File: src/pcmc_pkg.sv
/*
   Constants for the clock-mode control block: register address, field
   positions, reset values and lock-timer figures.
   Assumes one clock (the reference input, 100 MHz) and a plain register port.

*/
package pcmc_pkg;
   localparam int          DATA_W        = 16;
   localparam int          ADDR_W        = 16;
   localparam logic [15:0] CLKMODE_ADDR  = 16'h0058;
   localparam int          MUL_HI        = 15;
   localparam int          MUL_LO        = 12;
   localparam int          FRAC_BIT      = 11;
   localparam int          CNT_HI        = 10;
   localparam int          CNT_LO        = 3;
   localparam int          FORCE_BIT     = 2;
   localparam int          MODE_BIT      = 1;
   localparam int          STATUS_BIT    = 0;
   localparam logic [3:0]  MUL_RESET     = 4'hF;
   localparam logic        FRAC_RESET    = 1'b0;
   localparam logic [7:0]  CNT_RESET     = 8'h00;
   localparam logic        FORCE_RESET   = 1'b0;
   localparam logic        MODE_RESET    = 1'b1;
   localparam logic        STATUS_RESET  = 1'b1;
   localparam logic [3:0]  BYPASS_CODE   = 4'hF;
   localparam int          PRESCALE_DIV  = 16;
   localparam logic [3:0]  PRESCALE_LAST = 4'hF;
   // Ratio is reported in quarters: 4 means times one
   localparam int          RATIO_W       = 7;
   localparam logic [6:0]  RATIO_HALF    = 7'h02;
   localparam logic [6:0]  RATIO_QUARTER = 7'h01;
   localparam logic [6:0]  RATIO_ONE     = 7'h04;
   // Lock timer and divider-path states
   typedef enum logic [1:0] {
      PCMC_DIV  = 2'b00,
      PCMC_LOCK = 2'b01,
      PCMC_PLL  = 2'b10
   } pcmc_state_type;
endpackage

File: src/pcmc_ratio.sv
/*
   Combinational ratio decoder: maps mode, fraction select and multiplier
   code to the clock ratio in quarters.
   Assumes the caller registers the result.
*/
`timescale 1ns/100ps
module pcmc_ratio
   import pcmc_pkg::*;
(
   // Configuration
   input  wire logic               modeSel,
   input  wire logic               fracSel,
   input  wire logic [3:0]         mulCode,
   // Result in quarters
   output logic      [RATIO_W-1:0] ratioQ
);
   // Table decode of the output ratio
   always_comb
   begin
      ratioQ = RATIO_ONE;
      if (!modeSel)
      begin
         // Fraction select ignored here
         ratioQ = (mulCode == BYPASS_CODE) ? RATIO_QUARTER
                                           : RATIO_HALF;
      end
      else if (!fracSel)
      begin
         if (mulCode == BYPASS_CODE)
            ratioQ = RATIO_ONE;
         else
            ratioQ = RATIO_W'({mulCode + 5'h01, 2'b00});
      end
      else if (!mulCode[0])
      begin
         // (code+1)/2 in quarters is 2*(code+1)
         ratioQ = RATIO_W'({mulCode + 5'h01, 1'b0});
      end
      else
      begin
         // code/4 in quarters is the code itself
         ratioQ = RATIO_W'(mulCode);
      end
   end
endmodule // pcmc_ratio

File: src/pll_clock_mode_control.sv
/*
   Clock-mode control: the clock mode register, the divide-by-16
   prescaler, the lock down-counter and the clock source selection.
   Assumes it runs on the reference input clock and that the register
   master holds the read address steady only for the strobe cycle.
*/
`timescale 1ns/100ps
module pll_clock_mode_control
   import pcmc_pkg::*;
(
   // Clock, reset, enable
   input  wire logic               clk,
   input  wire logic               rst_n,
   input  wire logic               clkEn,
   // Register port
   input  wire logic [ADDR_W-1:0]  regAddr,
   input  wire logic [DATA_W-1:0]  regWrData,
   input  wire logic               regWrite,
   input  wire logic               regRead,
   input  wire logic               subsysSel,
   output logic      [DATA_W-1:0]  regRdData,
   // Clock generator controls
   output logic                    vcoEnable,
   output logic                    corePllSelect,
   output logic      [RATIO_W-1:0] clockRatio,
   output logic                    lockBusy
);
   // Register fields
   logic [3:0]      multiplierCode;       // Multiplier code
   logic            fractionSelect;       // Integer/fractional select
   logic [7:0]      lockCountPreset;      // Lock count preset
   logic            vcoForceOn;           // VCO force-on
   logic            modeSelect;           // PLL/divider request
   logic            activeModeFlag;       // Active clocking mode
   logic [3:0]      next_multiplierCode;
   logic            next_fractionSelect;
   logic [7:0]      next_lockCountPreset;
   logic            next_vcoForceOn;
   logic            next_modeSelect;
   // Lock timer state
   pcmc_state_type  state;
   pcmc_state_type  next_state;
   logic [3:0]      prescale;             // Divide-by-16 prescaler
   logic [3:0]      next_prescale;
   logic [7:0]      lockCount;            // Lock down-counter
   logic [7:0]      next_lockCount;
   // Outputs held in flip-flops
   logic [DATA_W-1:0]  next_regRdData;
   logic [RATIO_W-1:0] next_clockRatio;
   logic [RATIO_W-1:0] decodedRatio;
   logic [RATIO_W-1:0] divRatio;
   logic               next_vcoEnable;
   // Access qualifiers
   logic            hit;
   logic            wrHit;
   logic            rdHit;

   // Only subsystem A (subsysSel low) decodes this address
   assign hit   = (regAddr == CLKMODE_ADDR) && !subsysSel;
   assign wrHit = regWrite && hit;
   assign rdHit = regRead && hit;

   // Ratio while in PLL mode follows the programmed fields
   pcmc_ratio u_ratio
   (
      .modeSel (modeSelect),
      .fracSel (fractionSelect),
      .mulCode (multiplierCode),
      .ratioQ  (decodedRatio)
   );

   // Divider ratio used while the core still runs from the divider
   pcmc_ratio u_div_ratio
   (
      .modeSel (1'b0),
      .fracSel (1'b0),
      .mulCode (multiplierCode),
      .ratioQ  (divRatio)
   );

   // Register next values; status bit is not writable directly
   always_comb
   begin
      next_multiplierCode  = multiplierCode;
      next_fractionSelect  = fractionSelect;
      next_lockCountPreset = lockCountPreset;
      next_vcoForceOn      = vcoForceOn;
      next_modeSelect      = modeSelect;
      if (wrHit)
      begin
         next_multiplierCode  = regWrData[MUL_HI:MUL_LO];
         next_fractionSelect  = regWrData[FRAC_BIT];
         next_lockCountPreset = regWrData[CNT_HI:CNT_LO];
         next_vcoForceOn      = regWrData[FORCE_BIT];
         next_modeSelect      = regWrData[MODE_BIT];
         // regWrData[STATUS_BIT] is dropped on purpose
      end
   end

   // Lock timer: prescaler and down-counter
   always_comb
   begin
      next_state     = state;
      next_prescale  = prescale;
      next_lockCount = lockCount;
      case (state)
         PCMC_DIV:
         begin
            if (modeSelect)
            begin
               // Divider-to-PLL switch loads the preset
               next_lockCount = lockCountPreset;
               next_prescale  = 4'h0;
               next_state     = PCMC_LOCK;
            end
         end
         PCMC_LOCK:
         begin
            if (!modeSelect)
               next_state = PCMC_DIV;
            else if (lockCount == 8'h00)
               next_state = PCMC_PLL;
            else
            begin
               next_prescale = prescale + 4'h1;
               if (prescale == PRESCALE_LAST)
                  next_lockCount = lockCount - 8'h01;
            end
         end
         PCMC_PLL:
         begin
            // Dropping the request returns to divider at once
            if (!modeSelect)
               next_state = PCMC_DIV;
         end
         default:
            next_state = PCMC_DIV;
      endcase
   end

   // Outputs: clock source, ratio, VCO and read data
   always_comb
   begin
      // Core follows the divider until the timer has expired
      corePllSelect = (state == PCMC_PLL);
      activeModeFlag = corePllSelect;
      lockBusy      = (state == PCMC_LOCK);
      // Fraction select only matters once in PLL mode; the divider ratio still checks the multiplier code for 15
      next_clockRatio = corePllSelect ? decodedRatio : divRatio;
      next_vcoEnable  = vcoForceOn || modeSelect;
      next_regRdData  = '0;
      if (rdHit)
      begin
         next_regRdData[MUL_HI:MUL_LO] = multiplierCode;
         next_regRdData[FRAC_BIT]      = fractionSelect;
         next_regRdData[CNT_HI:CNT_LO] = lockCountPreset;
         next_regRdData[FORCE_BIT]     = vcoForceOn;
         next_regRdData[MODE_BIT]      = modeSelect;
         next_regRdData[STATUS_BIT]    = activeModeFlag;
      end
   end

   // Registers, frozen while the clock enable is low
   always_ff @(posedge clk or negedge rst_n)
   begin
      if (!rst_n)
      begin
         // Bypass at reset: PLL mode, integer, code 15
         multiplierCode  <= MUL_RESET;
         fractionSelect  <= FRAC_RESET;
         lockCountPreset <= CNT_RESET;
         vcoForceOn      <= FORCE_RESET;
         modeSelect      <= MODE_RESET;
         state           <= PCMC_PLL;
         prescale        <= 4'h0;
         lockCount       <= 8'h00;
         regRdData       <= '0;
         clockRatio      <= RATIO_ONE;
         vcoEnable       <= 1'b1;
      end
      else if (clkEn)
      begin
         multiplierCode  <= next_multiplierCode;
         fractionSelect  <= next_fractionSelect;
         lockCountPreset <= next_lockCountPreset;
         vcoForceOn      <= next_vcoForceOn;
         modeSelect      <= next_modeSelect;
         state           <= next_state;
         prescale        <= next_prescale;
         lockCount       <= next_lockCount;
         regRdData       <= next_regRdData;
         clockRatio      <= next_clockRatio;
         vcoEnable       <= next_vcoEnable;
      end
   end
endmodule // pll_clock_mode_control

File: config.mk
export PLATFORM = sky130hd
export DESIGN_NAME = pll_clock_mode_control
export DESIGN_NICKNAME = d
export VERILOG_FILES = /design/src/pcmc_pkg.sv /design/src/pcmc_ratio.sv /design/src/pll_clock_mode_control.sv
export SDC_FILE = /design/constraint.sdc
export NUM_CORES = 1
export LEC_CHECK = 0
export BUFFER_PORTS_ARGS = -buffer_cell sky130_fd_sc_hd__buf_2
export CAP_MARGIN = 20
export CORE_MARGIN = 2
export CORE_UTILIZATION = 43
export CTS_CLUSTER_SIZE = 8
export DETAILED_ROUTE_END_ITERATION = 10
export HOLD_SLACK_MARGIN = 0.03
export PLACE_DENSITY = 0.67
export RECOVER_POWER = 25
export SLEW_MARGIN = 20
export SYNTH_ARGS = -nofsm -noshare
export SYNTH_HDL_FRONTEND = slang
export SYNTH_SLANG_ARGS = --single-unit
export TNS_END_PERCENT = 50
File: constraint.sdc
create_clock -name clk -period 1.95 [get_ports clk]
set_input_delay 0.585 -clock clk [delete_from_list [all_inputs] [get_ports clk]]
set_output_delay 0.585 -clock clk [all_outputs]
set_load 0.01 [all_outputs]
After elaboration in Yosys (flattened, before gate mapping)
Cells that the tools add are included.
- flip-flop bits (word level): 53
- latch bits: 0
- memory bits (writable): 0
- memory bits (read-only): 0
- input port bits: 38
- word-level logic and storage cells: 58
- memories kept: 0
- add/subtract/negate cells: 3
- multipliers: 0
- divide/modulo/power cells: 0
- $lt $le $gt $ge: 0
- equal/unequal tests: 11
- shift operators: 0
- mux-type cells: 21
- bitwise operators: 0
- reductions and logical operators: 12
- operators with widths (kind ; count):
    $mux W8 ; 4
    $mux W7 ; 4
    $eq A16 B7 Y1 const B ; 1
    $mux W16 ; 1
    $pmux W8 S2 ; 1
    $mux W4 ; 3
    $mux W2 ; 5
    $eq A4 B4 Y1 const B ; 2
    $logic_not A8 Y1 ; 1
    $pmux W4 S2 ; 1
    $sub A8 B1 Y8 const B ; 1
    $mux W6 ; 1
    $ne A2 B2 Y1 const B ; 3
    $pmux W2 S3 ; 1
    $reduce_and A6 Y1 ; 1
    $add A4 B1 Y5 const B ; 1
    $reduce_and A5 Y1 ; 1
    $add A4 B1 Y4 const B ; 1
    $ne A2 B1 Y1 const B ; 2
    $reduce_and A4 Y1 ; 1
    $logic_and A1 B1 Y1 ; 3
    $ne A3 B2 Y1 const B ; 1
    $eq A2 B1 Y1 const B ; 1
    $eq A2 B2 Y1 const B ; 1
    other kinds (5) ; 5

Depth between registers and ports, before layout
Gate-level depths: netlist (run 1).
- word-level depth: 5
- depth in mapped cells: 6
- gate-level depth less buffers: 5

Hierarchy
A second synthesis (run 1) with hierarchy kept.
- cells, all modules: 280
- area total of the unflattened synthesis: 2924.1 um^2
- modules (own cells, without submodules) (module ; instances ; cells an instance ; area each (um^2) ; sequential area each (um^2)):
    pll_clock_mode_control ; 1 ; 220 ; 2518.7 ; 1336.3
    pcmc_ratio ; 2 ; 30 ; 202.7 ; 0.0

Worst setup path before layout (run 1)
Ideal clock, no wire load.
- path kind: input -> register
- start point: input regAddr[2]
- end point: register fractionSelect
- setup time: 125 ps
- arrival: 1859 ps
- slack: -34 ps
- stages on the path: 5
- path buffers: 1
- cells stage by stage: or4b_4 -> nor3_4 -> nand3_4 -> buf_6 -> mux2_4
- cells in the longest elaborated chain, start to end: 4
- ends and longest elaborated chain (item ; line ; RTL):
    start, declared ; pll_clock_mode_control.sv:16 ; input wire logic [ADDR_W-1:0] regAddr,
    $eq A16 B7 Y1 ; pll_clock_mode_control.sv:59 ; assign hit = (regAddr == CLKMODE_ADDR) && !subsysSel;
    $logic_and A1 B1 Y1 ; pll_clock_mode_control.sv:59 ;
    $logic_and A1 B1 Y1 ; pll_clock_mode_control.sv:60 ; assign wrHit = regWrite && hit;
    $reduce_and A2 Y1 (no line) ; -- ;
    end signal, assigned ; pll_clock_mode_control.sv:184 ; fractionSelect <= next_fractionSelect;
    end, declared ; pll_clock_mode_control.sv:30 ; logic fractionSelect;
Every way passes these cells.
A chain may end at the register's enable or synchronous reset.

Worst setup path after layout (run 1)
- start point: register state[1]
- end point: output lockBusy
- cells in the longest elaborated chain, start to end: 1
- ends and longest elaborated chain (item ; line ; RTL):
    start, declared ; pll_clock_mode_control.sv:41 ; pcmc_state_type state;
    start signal, assigned ; pll_clock_mode_control.sv:188 ; state <= next_state;
    $eq A2 B1 Y1 ; pll_clock_mode_control.sv:147 ; lockBusy = (state == PCMC_LOCK);
    end, declared ; pll_clock_mode_control.sv:26 ; output logic lockBusy
Every way passes these cells.

==> results of run 1 <==
power groups by stage:
stage | clock [mW] | combinational, mW | sequential (mW)
finish | 0.663 | 0.0862 | 1.08
global placement | 0 | 0.0932 | 1.10
CTS | 0.685 | 0.0935 | 1.08
global route | 0.717 | 0.0977 | 1.08
detailed placement | 0 | 0.0935 | 1.10
floorplan | 0 | 0.0190 | 1.11
state kept, by name, summed over array words and instances, names as in the netlist:
name             count
clockRatio           6
fractionSelect       1
lockCount            8
lockCountPreset      8
modeSelect           1
multiplierCode       4
prescale             4
regRdData           16
state                2
vcoEnable            1
vcoForceOn           1
synthesized netlist by cell type (2+ instances only):
library cell	instances
o21ai_0	11
dfrtp_1	44
clkbuf_1	8
buf_6	2
mux2i_1	2
dfstp_2	8
nand4_1	3
nand3_1	9
a21oi_1	12
mux2_2	6
o211ai_1	4
nand3b_1	2
nor3_1	3
nor2_1	13
buf_4	2
and3_1	6
o2bb2ai_1	8
a221o_1	2
nand4b_1	2
nand2_1	12
inv_1	7
ha_1	5
mux2_4	10
a21o_1	2
a22o_1	17
a31oi_1	6
how the worst max path moves through the flow:
stage / start / endpoint / slack [ps] / cells after the start
floorplan: regAddr[2] / fractionSelect / -30 / 5
global placement: regAddr[11] / lockCountPreset[6] / -180 / 7
detailed placement: regAddr[11] / lockCountPreset[7] / -160 / 7
CTS: state[1] / corePllSelect / 60 / 2
global route: state[1] / lockBusy / 3 / 3
finish: state[1] / lockBusy / 70 / 3
logic make-up (layout without fill, tap and decap cells):
group,Yosys count,count (layout)
AOI/OAI and AO/OA,67,67
and+or+nand+nor,63,63
DFF,52,52
buffers and inverters,21,93
muxes,18,18
adders and majority gates,5,5
other,1,1
xor gates and xnor gates,1,1
routing by layer:
metal	up-vias	part of all wire	global-route usage
met1	960	0.50	0.256
met5	-	0	0
met4	0	0.016	0.0678
li1	991	-	-
met2	64	0.44	0.274
met3	5	0.050	0.0352
per-stage QoR:
step	cells	area (sq um)
2_1_floorplan	228	2580
4_1_cts	375	3160
3_3_place_gp	367	3050
6_report	375	3150
5_1_grt	375	3150
3_5_place_dp	367	3050
cell type report:
type | count | area (sq um) | share of cell area
multi-input combinational | 155 | 1180 | 0.374
clock buffer | 8 | 100 | 0.0318
tap | 75 | 93.8 | 0.0298
timing repair buffer | 77 | 435 | 0.138
inverter | 8 | 30.0 | 0.00954
sequential | 52 | 1310 | 0.417
==> reports/summary.txt, run 1 <==
H-tree levels = 2
setup repair after global routing missed its margin = false
CP Capture Type = output pin
Vias = 2020
DRC = 0
Synth Area in Adders = 0.0242
crit-path leading delay family = flip-flops
syn_nets = 271
reg-to-reg endpoint = prescale[2]
Hold WC Path Type = reg -> reg
largest family of logic cells by synthesized area = compound AO/OA/AOI/OAI gates
number of cells upsized or downsized after cts = 1
pre-CTS setup slack = -161 ps
clk slew on worst S/H paths = 90 ps
CTS buffer count = 5
Crit path arrival time = 1290 ps
Critical Path RT = 1360 ps
final WL = 5550 microns
crit path max-delay cell type = dfstp_2
fmax = 533 MHz
first-pass GRT wire length = 9060 microns
cells on worst reg2reg path = 5
area leader, netlist = dfrtp_1
buffer depth of the longest clock path = 2
mux share of post-synthesis cell area = 0.0921
Cell Area, Synth = 0.00258 sq mm
Hold Path End = clockRatio[2]
Final min period = 1880 ps
post-synthesis register bit count = 52
peak supply drop = 0.000363 V
Main synth FF type = dfrtp_1
clock latency on the worst-skew pair = 300 ps
layout cells sized above 1 = 0.380
vias in the first global route = 1872
Synth async-reset ratio = 1.00
I/O pin total = 64
power share of the clock group = 0.362
reg-to-reg startpoint = lockCount[0]
most frequent cells in the layout = 61 x buf_2, 44 x dfrtp_1, 17 x a22o_1, 14 x buf_4, 13 x nor2_1
XOR/XNOR Fraction of Synth Area = 0.00339
Total Routing Usage GR = 0.180
reg2reg setup slack = 300 ps
hold depth = 1
Max Cap Viol = 0
CTS root buf = clkbuf_8
Buffers on Ports = 61
Synth area leaders = dfrtp_1 43%, dfstp_2 8.1%, mux2_4 5.8%
diode count = 0
P_sw = 389 uW
initial core utilization = 0.441
Synth Area in Compound Gates = 0.185
simple-gate share of the synthesized area = 0.147
Synth Instances = 228
Avg Synthesized Cell Area = 11.3 sq um
CP Launch Type = flop
Worst Tran Pin Value = 1230 ps
hold path start = clockRatio[2]
Leak Pwr = 1.57 nW
CP max stage delay = 610 ps
Max Slew Vio Count = 0
part of the power in registers = 0.591
hold slack final = 482 ps
Post-synth EDFFs = 0
Area growth syn-to-layout = 21.9%
Yosys top cell area share = 0.426
FILL cells = 512
CTS tree = yes
Setup violations, final = 0
Layout Nets = 342
initial antenna violation count = 0
core area = 0.00585 sq mm
Sink Count = 52
DRT antenna net count = 0
clk_skew = 3.96 ps
largest net degree at the start of global routing = 53
internal power = 1.44 mW
count of warnings emitted by yosys = 0
Comb power frac = 0.047
HPWL Detailed = 3940 microns
Sw Ratio = 0.212
commonest non-fill, non-tap cell in the layout = buf_2
first drt pass iteration count = 4
Max-slew headroom = 0.179
gr ovfl total = 0
Die H = 81.5 microns
Placer Congestion = 0.849
Die ar. = 0.00664 sq mm
worst path cell trace = nand2b_1, clkinv_1, buf_2
buffer count from post-CTS setup fixing = 0
total negative slack = 0 ps
cts hold-fix bufs = 0
end-of-flow core utilization = 0.538
DRT iter0 DRCs = 98
row cnt = 28
final period utilization = 0.962
outcome = finished, final reports clean
routed wire length per instance = 14.8 microns
Unique masters post-synth = 48
register area share after synthesis = 0.508
WP buf/inv = 2
final worst slack = 74.1 ps
die width = 81.5 microns
Pwr Total = 1.83 mW
Setup Crit Path Kind = reg -> out
CP Max Fanout = 8
final hold viol count = 0
Power per Cell Area = 582 mW/mm^2
vias per cell = 5.39
Note: power is estimated with default switching activity, not from simulation.
==> run 2, diff against run 1 <==
--- a/config.mk
+++ b/config.mk
@@ -6,16 +6,17 @@
 export NUM_CORES = 1
 export LEC_CHECK = 0
 export BUFFER_PORTS_ARGS = -buffer_cell sky130_fd_sc_hd__buf_2
-export CAP_MARGIN = 20
 export CORE_MARGIN = 2
 export CORE_UTILIZATION = 43
 export CTS_CLUSTER_SIZE = 8
 export DETAILED_ROUTE_END_ITERATION = 10
 export HOLD_SLACK_MARGIN = 0.03
-export PLACE_DENSITY = 0.67
+export PLACE_DENSITY = 0.66
 export RECOVER_POWER = 25
+export REMOVE_ABC_BUFFERS = 1
 export SLEW_MARGIN = 20
 export SYNTH_ARGS = -nofsm -noshare
 export SYNTH_HDL_FRONTEND = slang
+export SYNTH_HIERARCHICAL = 1
 export SYNTH_SLANG_ARGS = --single-unit
 export TNS_END_PERCENT = 50
==> run 2 against run 1 <==
Clock power is 32% higher. First-iteration DRC count is 21% higher. Cell count increased by 17%. Maximum frequency down 1.8%. Synthesized cell count rose by 23%. Critical path type unchanged. Critical endpoint unchanged. Largest power group unchanged.
==> reports/summary.txt, run 2 <==
outcome = finished, final reports clean
count of warnings emitted by yosys = 6 (+6)
DRT antenna net count = 0 (unchanged)
area occupied by multi-input gates = 0.00146 sq mm (+24%)
CP Capture Type = output pin
core area = 0.00668 sq mm (+14%)
Crit path arrival time = 1330 ps (+40 ps)
top layer reached by signal wires = met4
buffer depth of the longest clock path = 2 (unchanged)
Max Cap Viol = 0 (unchanged)
Max Slew Vio Count = 0 (unchanged)
first-pass GRT wire length = 10800 microns (+19%)
commonest non-fill, non-tap cell in the layout = buf_2
final period utilization = 0.980 (+0.0179)
most frequent cells in the layout = 62 x buf_2, 44 x dfrtp_1, 26 x nand2_1, 19 x a21oi_1, 17 x a22o_1
Total Routing Usage GR = 0.181 (+0.000794)
Cell Area, Synth = 0.00292 sq mm (+13%)
routed wire length per instance = 14.9 microns (+0.78%)
Yosys top cell area share = 0.385 (-0.0412)
area leader, netlist = dfrtp_1
Leak Pwr = 1.73 nW (+10%)
Critical Path Source = state[1]
gr ovfl total = 0 (unchanged)
Synth Instances = 280 (+23%)
Main synth FF type = dfrtp_1
Final min period = 1910 ps (+35.0 ps)
Avg Synthesized Cell Area = 10.4 sq um (-7.8%)
Buffers on Ports = 62 (+1.6%)
peak supply drop = 0.000227 V (-37%)
I/O pin total = 64 (unchanged)
Die H = 86.5 microns (+6.1%)
Sink Count = 53 (+1.9%)
Sw Ratio = 0.210 (-0.00200)
Placed Instances = 430 (+17%)
reg2reg setup slack = 120 ps (-180 ps)
cells on worst reg2reg path = 7 (+2)
Worst Tran Pin Value = 1100 ps (-129 ps)
Power per Cell Area = 602 mW/mm^2 (+3.4%)
largest register by flop count = regRdData
clk slew on worst S/H paths = 100 ps (about the same)
fmax = 523 MHz (-1.8%)
post-synthesis register bit count = 53 (+1.9%)
cts hold-fix bufs = 0 (unchanged)
wire length on met1 = 3010 microns (+9.2%)
final WL = 6570 microns (+18%)
Critical Path RT = 1360 ps (about the same)
reg-to-reg startpoint = lockCount[0]
critical path endpoint = lockBusy
Synth area leaders = dfrtp_1 39%, dfstp_2 7.2%, mux2_4 5.1%
Unique masters post-synth = 55 (+15%)
Post-synth EDFFs = 0 (unchanged)
HPWL Detailed = 4780 microns (+21%)
most frequent cells after synthesis = 45 x dfrtp_1, 26 x nand2_1, 19 x a21oi_1, 17 x a22o_1, 16 x nor2_1
FILL cells = 620 (+21%)
vias in the first global route = 2266 (+21%)
die width = 86.5 microns (+6.1%)
clk_skew = 13.5 ps (+9.51 ps)
row cnt = 30 (+7.1%)
P_sw = 447 uW (+15%)
H-tree levels = 2 (unchanged)
largest net degree at the start of global routing = 22 (-58%)
DR WL met2 = 3310 microns (+36%)
CTS root buf = clkbuf_8
hold slack final = 448 ps (-33.4 ps)
final hold viol count = 0 (unchanged)
most frequent cell after synthesis = dfrtp_1
reg-to-reg endpoint = lockCount[7]
CTS buffer count = 5 (unchanged)
CP Launch Type = flop
vias per cell = 5.41 (+0.42%)
met3 wire length = 217 microns (-22%)
CP Max Fanout = 7 (-1)
Area growth syn-to-layout = 20.8%
initial antenna violation count = 0 (unchanged)
first drt pass iteration count = 6 (+2)
Layout Cells excl Fill = 440 (+17%)
Hold WC Path Type = in -> async
Comb power frac = 0.060 (+0.013)
diode count = 0 (unchanged)
Setup Crit Path Kind = reg -> out
DRT iter0 DRCs = 119 (+21%)
DRC = 0 (unchanged)
Top Registers = regRdData (16), lockCountPreset (8), lockCount (8)
Vias = 2380 (+18%)
initial core utilization = 0.438 (-0.00376)
Layout Nets = 404 (+18%)
part of the power in registers = 0.527 (-0.064)
Storage cell area = 0.00134 sq mm (+2.0%)
Placer Congestion = 0.775 (-8.7%)
CTS tree = yes
Die ar. = 0.00748 sq mm (+13%)
Max-slew headroom = 0.264 (+0.0857)
internal power = 1.68 mW (+16%)
Synth async-reset ratio = 1.00 (unchanged)
flip-flop count of the largest register after layout = 16 (unchanged)
power share of the clock group = 0.412 (+0.050)
clock latency on the worst-skew pair = 320 ps (+20 ps)
register area share after synthesis = 0.457 (-0.0508)
Setup violations, final = 0 (unchanged)
Pwr Total = 2.13 mW (+16%)
layout cells sized above 1 = 0.353 (-0.0272)
## run 2: cell types whose count changed in the layout (fill, tap and decap cells not counted), sizes merged, moves of 4 or more
cell / change
nand2: +14
conb: +10
a21oi: +7
nand2b: +6
o2bb2ai: -6
inv: +5
o21ai: +5
nand3: -4
nor2: +4
o211ai: -4
o22ai: +4
## run 2: worst min-delay path by stage
stage / to / cells past startpoint / slack [ps]
floorplan: clockRatio[0] / 0 / 290
global placement: clockRatio[2] / 2 / 480
detailed placement: clockRatio[2] / 2 / 490
CTS: regRdData[8] / 1 / 260
global route: lockCountPreset[2] / 2 / 490
finish: lockCount[6] / 1 / 450
## run 2: kinds of logic (layout without fill, tap and decap cells)
logic type      count (synthesis)  in the layout  share of synthesized area
fa+ha+maj                       7              7                     0.0300
xor+xnor                        2              2                    0.00599
simple gates                   82             82                      0.160
other cells                     3             11                    0.00385
flops                          53             53                      0.457
compound gates                 86             86                      0.202
buf+inv                        28            100                     0.0561
mux                            19             19                     0.0852
## run 2: routing by layer
layer	vias up	GRT usage
met5	-	0
met4	0	0.0469
met3	4	0.0286
met2	43	0.303
met1	1161	0.246
li1	1172	-
## run 2: worst max-delay path: stages, from the launching register on
cell and delay [ps]:
dfstp_2 590, nand2b_1 130, inv_1 120, buf_2 170
## run 2: cell type report
class / instances / area share
Clock inverter: 3 / 0.0184
Multi-Input combinational cell: 207 / 0.414
Sequential cell: 53 / 0.379
Clock buffer: 5 / 0.0195
Inverter: 14 / 0.0149
Tap cell: 80 / 0.0283
Timing Repair Buffer: 78 / 0.127
## run 2: what timing repair did
action | 4_1_cts | 5_1_grt
buffers inserted | 0 | 2
endpoints found under the setup margin | 1 | 3
pin swaps | 0 | 1
cloned | 0 | 0
resized for setup | 1 | 2
## run 2: through the flow
| step | TNS [ps] | worst slack [ps] | utilization | area [sq um] |
|---|---|---|---|---|
| floorplan | 0 | 52.9 | - | 2840 |
| global placement | 0 | 19.7 | 0.510 | 3410 |
| detailed placement | -16.5 | -10.5 | 0.510 | 3410 |
| CTS | 0 | 50.2 | 0.530 | 3540 |
| global route | -1.15 | -1.15 | 0.528 | 3530 |
| finish | 0 | 39.1 | 0.528 | 3530 |
## run 2: power by group through the flow
stage               clock, mW  sequential, mW  combinational (mW)
detailed placement          0            1.14               0.138
global placement            0            1.14               0.136
finish                  0.877            1.12               0.128
global route            0.928            1.12               0.145
floorplan                   0            1.15              0.0319
CTS                     0.890            1.12               0.138
